==> config.mk <==
export PLATFORM = sky130hd
export DESIGN_NAME = dmm_monitor
export DESIGN_NICKNAME = d
export VERILOG_FILES = /design/src/rtl/dmm_pkg.sv /design/src/rtl/dmm_monitor.sv
export VERILOG_INCLUDE_DIRS = /design/src /design/src/rtl
export SDC_FILE = /design/constraint.sdc
export NUM_CORES = 1
export LEC_CHECK = 0
export BUFFER_PORTS_ARGS = -buffer_cell sky130_fd_sc_hd__buf_2
export CAP_MARGIN = 25
export CORE_ASPECT_RATIO = 1.75
export CORE_MARGIN = 5
export CORE_UTILIZATION = 60
export CTS_BUF_LIST = sky130_fd_sc_hd__clkbuf_8 sky130_fd_sc_hd__clkbuf_16
export DETAILED_ROUTE_END_ITERATION = 16
export PLACE_DENSITY = 0.87
export SYNTH_ARGS = -nofsm -noshare
export SYNTH_HDL_FRONTEND = slang
export SYNTH_SLANG_ARGS = --single-unit
==> constraint.sdc <==
create_clock -name ref_clk_i -period 5.85 [get_ports ref_clk_i]
set_input_delay 1.17 -clock ref_clk_i [delete_from_list [all_inputs] [get_ports ref_clk_i]]
set_output_delay 1.17 -clock ref_clk_i [all_outputs]
set_load 0.01 [all_outputs]
==> src/rtl/dmm_defines.svh <==
`ifndef DMM_DEFINES_SVH
`define DMM_DEFINES_SVH

// clock and time base
`define DMM_CLK_PERIOD_NS 100
`define DMM_TENTH_NS 100000000
`define DMM_TENTH_MS 100
`define DMM_HOUR_S 3600

// capacitor measurement status codes
`define DMM_MEAS_NONE 4'h0
`define DMM_MEAS_ARMED 4'h1
`define DMM_MEAS_BUSY 4'h2
`define DMM_MEAS_DONE 4'h3
`define DMM_MEAS_FORCED 4'h8
`define DMM_MEAS_ERROR 4'h9
`define DMM_DC_INJECT_MS 1000
`define DMM_CAP_LIMIT_PCT 8'h55

// life status word bit positions
`define DMM_LIFE_CTRL_CAP 0
`define DMM_LIFE_MAIN_CAP 1
`define DMM_LIFE_FAN 2
`define DMM_LIFE_INRUSH 3
`define DMM_NUM_FANS 2

// maintenance timer, counts of 100 h
`define DMM_HOURS_MAX 14'h270e
`define DMM_HOURS_OFF 14'h270f
`define DMM_HOURS_PER_UNIT 7'h64

// current monitor pulse train
`define DMM_START_MS 1000
`define DMM_CYCLE_MS 20000
`define DMM_INV_HI_MS 3500
`define DMM_INV_LO_MS 16500
`define DMM_CUR_MIN_T 8'h05
`define DMM_CUR_MAX_T 8'h5a
`define DMM_MNT_MIN_T 8'h14
`define DMM_MNT_MAX_T 8'h5a

// terminal function codes
`define DMM_FN_LIFE 8'h5a
`define DMM_FN_CURRENT 8'h5d
`define DMM_FN_MAINT 8'h5f
`define DMM_FN_NEG_OFS 8'h64
`define DMM_NUM_TERMS 3

`endif

==> src/rtl/dmm_pkg.sv <==
package dmm_pkg;

  typedef enum logic [1:0] {
    CM_IDLE,
    CM_INJECT,
    CM_WAIT
  } dmm_cap_state_t;

  typedef enum logic [2:0] {
    CP_IDLE,
    CP_MASK,
    CP_START,
    CP_CUR,
    CP_MAINT,
    CP_END,
    CP_INV_HI,
    CP_INV_LO
  } dmm_pulse_state_t;

endpackage

==> src/rtl/dmm_monitor.sv <==
// Operation
// - measured main capacitor at or below 85% sets life bit 1 and life alarm.
// - software arms measurement with code 1; measurement starts at supply power-off.
// - codes 2, 3, 8, 9 are status only; software writes of them are rejected.
// - start, shutoff, power return or trip during DC injection gives forced end or error.
// - power back after injection leaves code 2; software must rearm.
// - armed measurement injects DC into the motor for one second at power-off.
// - fan at half speed or less sets fan fault, life bit 2, life alarm.
// - any single slow fan raises the fan fault indication.
// - powered time accumulates, saved each hour, shown in 100 hour units.
// - only whole hours count; a partial hour at power-off is dropped.
// - hour count saturates at 9998 and never wraps.
// - writing zero to the hour count clears accumulated time; other values ignored.
// - hour count reaching setpoint raises maintenance alarm; setpoint 9999 disables it.
// - current monitor codes 93 or 193 work on terminals 0 and 1 only.
// - at constant speed the current pulse train repeats in 20 second cycles.
// - after reaching constant speed, data is masked for a programmable 0 to 20 s.
// - one second high start pulse; current averaged over a 0.1 to 1 s window.
// - average current is scaled against a 0 to 500 A reference as 100%.
// - low pulse lasts avg/ref times 5 s, clamped to 0.5 s and 9 s.
// - high pulse lasts hours*100/40000 h times 5 s, clamped 2 to 9 s.
// - speed change during start pulse gives 3.5 s high then 16.5 s low.
// - life alarm is high whenever any of the four life bits is set.
`include "dmm_defines.svh"
`timescale 1ns/1ps
`default_nettype none

module dmm_monitor #(
  parameter int CYC_PER_TENTH = `DMM_TENTH_NS / `DMM_CLK_PERIOD_NS,
  parameter int TENTHS_PER_HOUR = `DMM_HOUR_S * 10
) (
  // clock and reset
  input wire logic ref_clk_i,
  input wire logic rst_n_i,
  // supply and drive state
  input wire logic supply_on_i,
  input wire logic accel_decel_i,
  input wire logic start_cmd_i,
  input wire logic output_shutoff_input_i,
  input wire logic trip_i,
  input wire logic [9:0] out_current_i,
  // capacitor measurement
  input wire logic meas_ctrl_wr_i,
  input wire logic [3:0] meas_ctrl_wdata_i,
  input wire logic cap_meas_done_i,
  input wire logic cap_meas_error_i,
  input wire logic [7:0] cap_meas_value_i,
  output logic [3:0] cap_measure_control_o,
  output logic [7:0] main_cap_life_value_o,
  output logic dc_inject_o,
  // life status
  input wire logic ctrl_cap_life_i,
  input wire logic inrush_life_i,
  input wire logic [`DMM_NUM_FANS-1:0] fan_speed_low_i,
  output logic [3:0] life_status_word_o,
  output logic life_alarm_out_o,
  output logic fan_fault_indication_o,
  // maintenance timer
  input wire logic hours_wr_i,
  input wire logic [13:0] hours_wdata_i,
  input wire logic [13:0] hours_alarm_setpoint_i,
  output logic [13:0] energized_hours_count_o,
  output logic nvm_save_o,
  output logic maint_hours_alarm_out_o,
  output logic maint_due_indication_o,
  // current monitor settings
  input wire logic [3:0] current_avg_window_i,
  input wire logic [7:0] transient_mask_time_i,
  input wire logic [9:0] current_reference_i,
  output logic current_avg_pulse_out_o,
  // output terminals, 8 bit function code per terminal
  input wire logic [8*`DMM_NUM_TERMS-1:0] output_terminal_select_i,
  output logic [`DMM_NUM_TERMS-1:0] term_out_o
);

  localparam logic [7:0] INJ_T = 8'(`DMM_DC_INJECT_MS / `DMM_TENTH_MS);
  localparam logic [7:0] START_T = 8'(`DMM_START_MS / `DMM_TENTH_MS);
  localparam logic [7:0] CYCLE_T = 8'(`DMM_CYCLE_MS / `DMM_TENTH_MS);
  localparam logic [7:0] INV_HI_T = 8'(`DMM_INV_HI_MS / `DMM_TENTH_MS);
  localparam logic [7:0] INV_LO_T = 8'(`DMM_INV_LO_MS / `DMM_TENTH_MS);

  logic [1:0] rst_sync_ff;
  logic rst_sync_n;
  logic [31:0] presc_ff;
  logic tick;

  // reset release through two stages
  always_ff @(posedge ref_clk_i or negedge rst_n_i) begin
    if (!rst_n_i) begin
      rst_sync_ff <= 2'h0;
    end else begin
      rst_sync_ff <= {rst_sync_ff[0], 1'b1};
    end
  end
  assign rst_sync_n = rst_sync_ff[1];

  // tenth second time base shared by every timed function
  always_ff @(posedge ref_clk_i or negedge rst_sync_n) begin
    if (!rst_sync_n) begin
      presc_ff <= 32'h0;
    end else if (presc_ff == 32'(CYC_PER_TENTH - 1)) begin
      presc_ff <= 32'h0;
    end else begin
      presc_ff <= presc_ff + 32'h1;
    end
  end
  assign tick = (presc_ff == 32'(CYC_PER_TENTH - 1));

  // capacitor measurement; the logic itself stays powered, so the code survives supply loss
  dmm_pkg::dmm_cap_state_t cm_state_ff;
  logic [3:0] meas_code_ff;
  logic [7:0] inj_cnt_ff;
  logic [7:0] cap_value_ff;
  logic cap_low_ff;
  logic supply_q_ff;
  logic power_off;
  logic power_on;

  assign power_off = supply_q_ff & ~supply_on_i;
  assign power_on = ~supply_q_ff & supply_on_i;

  always_ff @(posedge ref_clk_i or negedge rst_sync_n) begin
    if (!rst_sync_n) begin
      supply_q_ff <= 1'b0;
    end else begin
      supply_q_ff <= supply_on_i;
    end
  end

  always_ff @(posedge ref_clk_i or negedge rst_sync_n) begin
    if (!rst_sync_n) begin
      cm_state_ff <= dmm_pkg::CM_IDLE;
      meas_code_ff <= `DMM_MEAS_NONE;
      inj_cnt_ff <= 8'h0;
      cap_value_ff <= 8'h0;
      cap_low_ff <= 1'b0;
    end else begin
      unique case (cm_state_ff)
        dmm_pkg::CM_IDLE: begin
          if (power_off && meas_code_ff == `DMM_MEAS_ARMED) begin
            // a fault present at power-off leaves the measurement armed
            if (!(trip_i || output_shutoff_input_i || start_cmd_i)) begin
              meas_code_ff <= `DMM_MEAS_BUSY;
              cm_state_ff <= dmm_pkg::CM_INJECT;
              inj_cnt_ff <= 8'h0;
            end
          end else if (meas_ctrl_wr_i && (meas_ctrl_wdata_i == `DMM_MEAS_NONE ||
                       meas_ctrl_wdata_i == `DMM_MEAS_ARMED)) begin
            meas_code_ff <= meas_ctrl_wdata_i;
          end
        end
        dmm_pkg::CM_INJECT: begin
          if (trip_i) begin
            meas_code_ff <= `DMM_MEAS_ERROR;
            cm_state_ff <= dmm_pkg::CM_IDLE;
          end else if (start_cmd_i || output_shutoff_input_i || power_on) begin
            meas_code_ff <= `DMM_MEAS_FORCED;
            cm_state_ff <= dmm_pkg::CM_IDLE;
          end else if (tick) begin
            inj_cnt_ff <= inj_cnt_ff + 8'h1;
            if (inj_cnt_ff == INJ_T - 8'h1) begin
              cm_state_ff <= dmm_pkg::CM_WAIT;
            end
          end
        end
        dmm_pkg::CM_WAIT: begin
          if (cap_meas_done_i) begin
            cm_state_ff <= dmm_pkg::CM_IDLE;
            if (cap_meas_error_i) begin
              meas_code_ff <= `DMM_MEAS_ERROR;
            end else begin
              meas_code_ff <= `DMM_MEAS_DONE;
              cap_value_ff <= cap_meas_value_i;
              cap_low_ff <= (cap_meas_value_i <= `DMM_CAP_LIMIT_PCT);
            end
          end else if (power_on) begin
            cm_state_ff <= dmm_pkg::CM_IDLE;
          end
        end
        default: begin
          cm_state_ff <= dmm_pkg::CM_IDLE;
        end
      endcase
    end
  end

  assign cap_measure_control_o = meas_code_ff;
  assign main_cap_life_value_o = cap_value_ff;
  assign dc_inject_o = (cm_state_ff == dmm_pkg::CM_INJECT);

  // life status word
  logic [3:0] life_word_ff;
  logic fan_low_any;

  assign fan_low_any = |fan_speed_low_i;

  always_ff @(posedge ref_clk_i or negedge rst_sync_n) begin
    if (!rst_sync_n) begin
      life_word_ff <= 4'h0;
    end else begin
      life_word_ff[`DMM_LIFE_CTRL_CAP] <= ctrl_cap_life_i;
      life_word_ff[`DMM_LIFE_MAIN_CAP] <= cap_low_ff;
      life_word_ff[`DMM_LIFE_FAN] <= fan_low_any;
      life_word_ff[`DMM_LIFE_INRUSH] <= inrush_life_i;
    end
  end

  assign life_status_word_o = life_word_ff;
  assign fan_fault_indication_o = life_word_ff[`DMM_LIFE_FAN];
  assign life_alarm_out_o = |life_word_ff;

  // energization timer
  logic [31:0] hour_tenths_ff;
  logic [6:0] hours_sub_ff;
  logic [13:0] hours_ff;
  logic hour_done;
  logic save_ff;
  logic maint_alarm_ff;

  assign hour_done = supply_on_i && tick && (hour_tenths_ff == 32'(TENTHS_PER_HOUR - 1));

  always_ff @(posedge ref_clk_i or negedge rst_sync_n) begin
    if (!rst_sync_n) begin
      hour_tenths_ff <= 32'h0;
      hours_sub_ff <= 7'h0;
      hours_ff <= 14'h0;
      save_ff <= 1'b0;
    end else begin
      save_ff <= hour_done;
      if (hours_wr_i && hours_wdata_i == 14'h0) begin
        hour_tenths_ff <= 32'h0;
        hours_sub_ff <= 7'h0;
        hours_ff <= 14'h0;
      end else if (!supply_on_i) begin
        hour_tenths_ff <= 32'h0;
      end else if (tick) begin
        if (hour_done) begin
          hour_tenths_ff <= 32'h0;
          if (hours_sub_ff == `DMM_HOURS_PER_UNIT - 7'h1) begin
            hours_sub_ff <= 7'h0;
            if (hours_ff != `DMM_HOURS_MAX) begin
              hours_ff <= hours_ff + 14'h1;
            end
          end else begin
            hours_sub_ff <= hours_sub_ff + 7'h1;
          end
        end else begin
          hour_tenths_ff <= hour_tenths_ff + 32'h1;
        end
      end
    end
  end

  always_ff @(posedge ref_clk_i or negedge rst_sync_n) begin
    if (!rst_sync_n) begin
      maint_alarm_ff <= 1'b0;
    end else begin
      maint_alarm_ff <= (hours_alarm_setpoint_i != `DMM_HOURS_OFF) &&
                        (hours_ff >= hours_alarm_setpoint_i);
    end
  end

  assign energized_hours_count_o = hours_ff;
  assign nvm_save_o = save_ff;
  assign maint_hours_alarm_out_o = maint_alarm_ff;
  assign maint_due_indication_o = maint_alarm_ff;

  // current average pulse train, timed in tenths of a second
  dmm_pkg::dmm_pulse_state_t cp_state_ff;
  logic [7:0] ph_ff;
  logic [15:0] cur_sum_ff;
  logic [3:0] cur_n_ff;
  logic [7:0] cur_len_ff;
  logic [7:0] mnt_len_ff;
  logic accel_q_ff;
  logic pulse_ff;
  logic [7:0] cur_len_calc;
  logic [7:0] mnt_len_calc;
  logic [31:0] num32;
  logic [31:0] den32;

  // low time in tenths = avg/ref * 50, clamped at 10% and 180%
  always_comb begin
    num32 = 32'(cur_sum_ff) * 32'd10;
    den32 = 32'(cur_n_ff) * 32'(current_reference_i);
    if (den32 == 32'h0 || num32 > den32 * 32'd18) begin
      cur_len_calc = `DMM_CUR_MAX_T;
    end else if (num32 < den32) begin
      cur_len_calc = `DMM_CUR_MIN_T;
    end else begin
      cur_len_calc = 8'((num32 * 32'd5) / den32);
    end
  end

  // hours*100/40000 h * 50 tenths reduces to count/8
  always_comb begin
    if (hours_ff[13:3] < 11'(`DMM_MNT_MIN_T)) begin
      mnt_len_calc = `DMM_MNT_MIN_T;
    end else if (hours_ff[13:3] > 11'(`DMM_MNT_MAX_T)) begin
      mnt_len_calc = `DMM_MNT_MAX_T;
    end else begin
      mnt_len_calc = hours_ff[10:3];
    end
  end

  always_ff @(posedge ref_clk_i or negedge rst_sync_n) begin
    if (!rst_sync_n) begin
      accel_q_ff <= 1'b1;
    end else begin
      accel_q_ff <= accel_decel_i;
    end
  end

  always_ff @(posedge ref_clk_i or negedge rst_sync_n) begin
    if (!rst_sync_n) begin
      cp_state_ff <= dmm_pkg::CP_IDLE;
      ph_ff <= 8'h0;
      cur_sum_ff <= 16'h0;
      cur_n_ff <= 4'h0;
      cur_len_ff <= `DMM_CUR_MIN_T;
      mnt_len_ff <= `DMM_MNT_MIN_T;
    end else begin
      unique case (cp_state_ff)
        dmm_pkg::CP_IDLE: begin
          if (accel_q_ff && !accel_decel_i) begin
            cp_state_ff <= dmm_pkg::CP_MASK;
            ph_ff <= 8'h0;
          end
        end
        dmm_pkg::CP_MASK: begin
          if (accel_decel_i) begin
            cp_state_ff <= dmm_pkg::CP_IDLE;
          end else if (tick) begin
            if (ph_ff >= transient_mask_time_i) begin
              cp_state_ff <= dmm_pkg::CP_START;
              ph_ff <= 8'h0;
              cur_sum_ff <= 16'h0;
              cur_n_ff <= 4'h0;
            end else begin
              ph_ff <= ph_ff + 8'h1;
            end
          end
        end
        dmm_pkg::CP_START: begin
          if (accel_decel_i) begin
            cp_state_ff <= dmm_pkg::CP_INV_HI;
          end else if (tick) begin
            ph_ff <= ph_ff + 8'h1;
            if (ph_ff < 8'(current_avg_window_i)) begin
              cur_sum_ff <= cur_sum_ff + 16'(out_current_i);
              cur_n_ff <= cur_n_ff + 4'h1;
            end
            if (ph_ff == START_T - 8'h1) begin
              cp_state_ff <= dmm_pkg::CP_CUR;
              ph_ff <= 8'h0;
              cur_len_ff <= cur_len_calc;
              mnt_len_ff <= mnt_len_calc;
            end
          end
        end
        dmm_pkg::CP_CUR: begin
          if (tick) begin
            ph_ff <= ph_ff + 8'h1;
            if (ph_ff == cur_len_ff - 8'h1) begin
              cp_state_ff <= dmm_pkg::CP_MAINT;
              ph_ff <= 8'h0;
            end
          end
        end
        dmm_pkg::CP_MAINT: begin
          if (tick) begin
            ph_ff <= ph_ff + 8'h1;
            if (ph_ff == mnt_len_ff - 8'h1) begin
              cp_state_ff <= dmm_pkg::CP_END;
              ph_ff <= 8'h0;
            end
          end
        end
        dmm_pkg::CP_INV_HI: begin
          if (tick) begin
            ph_ff <= ph_ff + 8'h1;
            if (ph_ff == INV_HI_T - 8'h1) begin
              cp_state_ff <= dmm_pkg::CP_INV_LO;
              ph_ff <= 8'h0;
            end
          end
        end
        dmm_pkg::CP_END, dmm_pkg::CP_INV_LO: begin
          if (tick) begin
            ph_ff <= ph_ff + 8'h1;
            // the end gap fills the cycle out to exactly 20 s
            if ((cp_state_ff == dmm_pkg::CP_END &&
                 ph_ff == CYCLE_T - START_T - cur_len_ff - mnt_len_ff - 8'h1) ||
                (cp_state_ff == dmm_pkg::CP_INV_LO && ph_ff == INV_LO_T - 8'h1)) begin
              ph_ff <= 8'h0;
              cur_sum_ff <= 16'h0;
              cur_n_ff <= 4'h0;
              cp_state_ff <= accel_decel_i ? dmm_pkg::CP_IDLE : dmm_pkg::CP_START;
            end
          end
        end
      endcase
    end
  end

  always_ff @(posedge ref_clk_i or negedge rst_sync_n) begin
    if (!rst_sync_n) begin
      pulse_ff <= 1'b0;
    end else begin
      pulse_ff <= (cp_state_ff == dmm_pkg::CP_START) || (cp_state_ff == dmm_pkg::CP_MAINT) ||
                  (cp_state_ff == dmm_pkg::CP_INV_HI);
    end
  end
  assign current_avg_pulse_out_o = pulse_ff;

  // output terminal routing, code plus 100 inverts the level
  genvar gi;
  generate
    for (gi = 0; gi < `DMM_NUM_TERMS; gi++) begin : g_term
      logic [7:0] sel;
      logic [7:0] fn;
      logic lvl;
      logic term_ff;
      assign sel = output_terminal_select_i[8*gi +: 8];
      assign fn = (sel >= `DMM_FN_NEG_OFS) ? sel - `DMM_FN_NEG_OFS : sel;
      always_comb begin
        lvl = 1'b0;
        if (fn == `DMM_FN_LIFE) begin
          lvl = life_alarm_out_o;
        end else if (fn == `DMM_FN_MAINT) begin
          lvl = maint_alarm_ff;
        end else if (fn == `DMM_FN_CURRENT && gi < 2) begin
          lvl = pulse_ff;
        end
      end
      always_ff @(posedge ref_clk_i or negedge rst_sync_n) begin
        if (!rst_sync_n) begin
          term_ff <= 1'b0;
        end else begin
          term_ff <= (sel >= `DMM_FN_NEG_OFS) ? ~lvl : lvl;
        end
      end
      assign term_out_o[gi] = term_ff;
    end
  endgenerate
endmodule // dmm_monitor

`default_nettype wire

==> results of run 1 <==
-- logic make-up after synthesis --
logic type,count (synthesis)
AND/OR/NAND/NOR,1812
other,2
buffers and inverters,316
AO/OA/AOI/OAI,1374
multiplexers,131
XOR/XNOR,331
flip-flops,169
adder cells (fa/ha/maj),577
-- per-layer routing --
metal / global-route usage [%] / overflow
met1: 84.3 / 77
met2: 108 / 1933
met3: 78.8 / 68
met4: 95.8 / 695
met5: 54.7 / 5
-- timing repair --
item,4_1_cts
gates resized for setup,127
cloned,0
endpoints found under the hold margin,0
setup buffers,50
pin swaps,89
setup endpoints to repair,8
-- synthesized netlist by cell type (47+ instances only) --
cell type / n / area (µm²)
mux2_2: 85 / 957
inv_1: 201 / 754
and3_1: 49 / 307
nor2_1: 420 / 1580
dfrtp_1: 164 / 4100
nor2b_1: 69 / 432
xor2_1: 125 / 1090
o31ai_1: 140 / 1050
and2_1: 57 / 357
or2_2: 47 / 294
nor3_1: 262 / 1310
a21oi_1: 302 / 1510
o21a_1: 207 / 1550
nand2b_1: 60 / 375
nand2_1: 432 / 1620
ha_1: 552 / 6910
xnor2_1: 206 / 1800
nand3_1: 136 / 681
nand4_1: 76 / 475
o21ai_0: 234 / 1170
a21o_1: 107 / 803
clkbuf_1: 78 / 293
or3_1: 54 / 338
-- through the flow --
step                      instance area (µm²)  hold WS [ps]  std cells  utilization [%]
after CTS                               50600           364       7093             85.7
after detailed placement                49100           339       7012             83.1
after global placement                  49100           338       7012             83.1
after floorplan                         37100           331       4720                -
==> results.cfg, run 1 <==
[yosys]
synth_edf_count = 0
yosysWarnings = 0
synth_compound_area_share_pct = 26.3
synth_mux_area_share_pct = 4.04
synth_area_um2 = 35600
avgSynthCellArea_um2 = 7.55
synthAdderAreaFrac_pct = 20.7
ys.flop_type = dfrtp_1
synth_cells = 4712
yosys.area_share.xor_xnor_pct = 8.15
synthDistinctLibCells = 134
ys_seq_area_share_pct = 11.9
ys_seq_elements = 169
ys_async_sr_fraction_pct = 100
synth_top_family_by_area = compound AO/OA/AOI/OAI gates
synthSimpleGateAreaFrac_pct = 25.4

[floorplanning]
die_y_um = 332
io_pins = 151
die_w_um = 194
row_count = 118
initial_core_util_pct = 60.3

[grt]
grt-ovfl-total = 2778
grt.total_usage_pct = 90.7
grt_pass1_vias = 69600
grt_max_degree = 72
grt_pass1_wl_um = 467000

[cts]
cts_hold_buf = 0
clockRootBuffer = clkbuf_16
clock_path_buffers = 2
clock-sinks = 169
cts_buffers = 17
htreeDepth = 4

[run_status]
status = did not finish
lastStage = global routing
firstError = [ERROR GRT-0116] Global routing finished with congestion. Check the congestion regions in the DRC Viewer.

[placement]
dp_hpwl_um = 132000
place_worst_setup_slack_ps = -76370
io_buffers = 150
gp_congestion = 1.06
==> run 2, diff against run 1 <==
- CORE_ASPECT_RATIO: 1.75 -> unset
- CORE_UTILIZATION: 60 -> 40
- CTS_BUF_LIST: sky130_fd_sc_hd__clkbuf_8 sky130_fd_sc_hd__clkbuf_16 -> unset
- PLACE_DENSITY: 0.87 -> unset
- PLACE_DENSITY_LB_ADDON: unset -> 0.15
==> results.cfg, run 2 <==
[worst_setup_path]
r2r-end = cur_len_ff[0]
path_class = in -> reg
critical-path-slowest-cell = fa_1
rrSetupSlack_ps = -70910
reg2reg_from = cur_n_ff[3]
worst_setup_path_end_kind = flop
crit_required_ps = 6220
critPathArrivalTime_ps = 77290
cpMostUsedCell = o21a_1
cp-start-kind = input pin
reg2regPathDepth = 453
cpPeakStageDelay_ps = 570
path_max_fanout = 8

[yosys]
synth_compound_area_share_pct = 26.3
yosys.area_share.xor_xnor_pct = 8.15
synth_top_family_by_area = compound AO/OA/AOI/OAI gates
avgSynthCellArea_um2 = 7.55
yosysWarnings = 0
synthAdderAreaFrac_pct = 20.7
ys.flop_type = dfrtp_1
synth_cells = 4712
yosysMostFrequentCell = ha_1
yosys.area.top_type = ha_1
synthSimpleGateAreaFrac_pct = 25.4
synthDistinctLibCells = 134
ys_seq_area_share_pct = 11.9
synth_area_um2 = 35600
synth_area_leaders = ha_1 (19%), dfrtp_1 (12%), xnor2_1 (5.1%), nand2_1 (4.6%), nor2_1 (4.4%)
yosys.area.top_type_share_pct = 19.4
ys_seq_elements = 169
synth_mux_area_share_pct = 4.04
ys_async_sr_fraction_pct = 100
synth_commonest_cells = ha_1 (552), nand2_1 (432), nor2_1 (420)
synth_edf_count = 0

[detailed_routing]
vias = 43300
drc = 0
wl_per_cell_um = 16.5
drt_wl_total_um = 130000
drtAntennaViolNets = 0
firstDrtPassIters = 6
avgViaCountPerCell = 5.47
detailedRoute.firstIterationViolations = 2596

[grt]
grt_max_degree = 75
grt_pass1_wl_um = 206000
antenna_found_initial = 3
grt_pass1_vias = 42500
grt.total_usage_pct = 25.6
grt-ovfl-total = 0

[placement]
io_buffers = 150
gp_congestion = 0.917
dp_hpwl_um = 97600

[timing]
holdWs_ps = 338
fin_skew_ps = 9.70
setup_violations = 8
period_share_pct = 1310
post-route-min-period_ps = 76920
rsz0062_at_grt = true
maxSlewViolCount = 0
hold_viol_final = 0
layout_setup_ws_ps = -71070
worstMarginPinSlew_ps = 961
slew_headroom_pct = 35.8
fmax_mhz = 13.0

[layout]
drive_gt1_share_pct = 40.4
areaGrowthSynthToFinish_pct = 56.3
nets = 7409
regArea_um2 = 4240
multi_input_comb_area_um2 = 32800
final_common_cell = buf_4
fillCellCount = 7726
fin_util_pct = 62.9
largestRegisters = hour_tenths_ff: 32 flops, presc_ff: 32 flops, cur_sum_ff: 16 flops
final_cell_mix = buf_4 (1887), ha_1 (499), nand2_1 (393), nor2_1 (374), a21oi_1 (255)

[cts]
clockRootBuffer = clkbuf_16
worstSkewPairLatency_ps = 450
clock_path_buffers = 2
cts_buffers = 17
clock-sinks = 169
cts_tree = yes
clk_transition_reported_paths_ps = 70
htreeDepth = 4

[worst_hold_path]
hold_path_class = reg -> async

[floorplanning]
row_count = 109
die_w_um = 308
die_y_um = 308
io_pins = 151
core_area_um2 = 88400
dieArea_um2 = 95000
initial_core_util_pct = 40.3

[flow_run]
maxCapViolCount = 0

[run_status]
violations = negative setup slack
status = finished, violations left
-- run 2: per-layer routing --
metal  GRT usage, %  share of wire (%)  vias up
met4           7.75                3.3        0
met5              0                  0        -
li1               -                  -    21600
met2           46.7                 50      902
met3           2.03                3.0      311
met1           32.0                 43    20500
-- run 2: cell type report --
class / count / area share [%]
multi-input combinational: 4236 / 59.0
clock inverter: 13 / 0.279
timing repair buffer: 2096 / 28.3
inverter: 205 / 1.40
antenna: 3 / 0.0135
sequential: 169 / 7.62
tap: 1165 / 2.62
clock buffer: 19 / 0.796
-- run 2: worst max path at each step --
stage,from,endpoint,slack [ps],cells after the start
after floorplan,current_reference_i[8],cur_len_ff[0],-74930,460
after global placement,current_reference_i[2],cur_len_ff[0],-69990,425
after detailed placement,current_reference_i[2],cur_len_ff[0],-71830,427
after CTS,current_reference_i[1],cur_len_ff[0],-69120,452
after global routing,current_reference_i[4],cur_len_ff[0],-74590,447
final,current_reference_i[4],cur_len_ff[0],-71070,454
-- run 2: kinds of logic after synthesis --
family,count (synthesis)
multiplexers,131
adder cells (fa/ha/maj),577
XOR/XNOR,331
AO/OA/AOI/OAI,1374
AND/OR/NAND/NOR,1812
other,2
flip-flops,169
buffers and inverters,316
-- run 2: repair_timing --
action / CTS / global route
pin swaps: 160 / 136
gates resized for setup: 183 / 207
hold buffers: 0 / 0
setup endpoints to repair: 8 / 8
gates cloned: 2 / 1
buffers inserted: 286 / 114
-- run 2: worst max-delay path: cells and delay by family --
family,cells,cell delay (ps)
adder cells (fa/ha/maj),29,8300
XOR/XNOR,1,100
AND/OR/NAND/NOR,87,12990
AO/OA/AOI/OAI,239,41060
multiplexers,7,1920
buffers and inverters,91,11670
-- run 2: through the flow --
| stage | TNS [ps] | instances | area (µm²) | worst slack, ps |
|---|---|---|---|---|
| 2_1_floorplan | -502260 | 4720 | 37100 | -74930 |
| 3_3_place_gp | -470180 | 7474 | 50100 | -69990 |
| 3_5_place_dp | -483030 | 7474 | 50100 | -71830 |
| 4_1_cts | -464500 | 7793 | 53700 | -69120 |
| 5_1_grt | -500110 | 7906 | 55600 | -74590 |
| 6_report | -476930 | 7906 | 55600 | -71070 |
Power of run 2 is left out: the tool's default activity adds up to more than one toggle a clock period on the data nets, which glitch-free logic cannot reach.
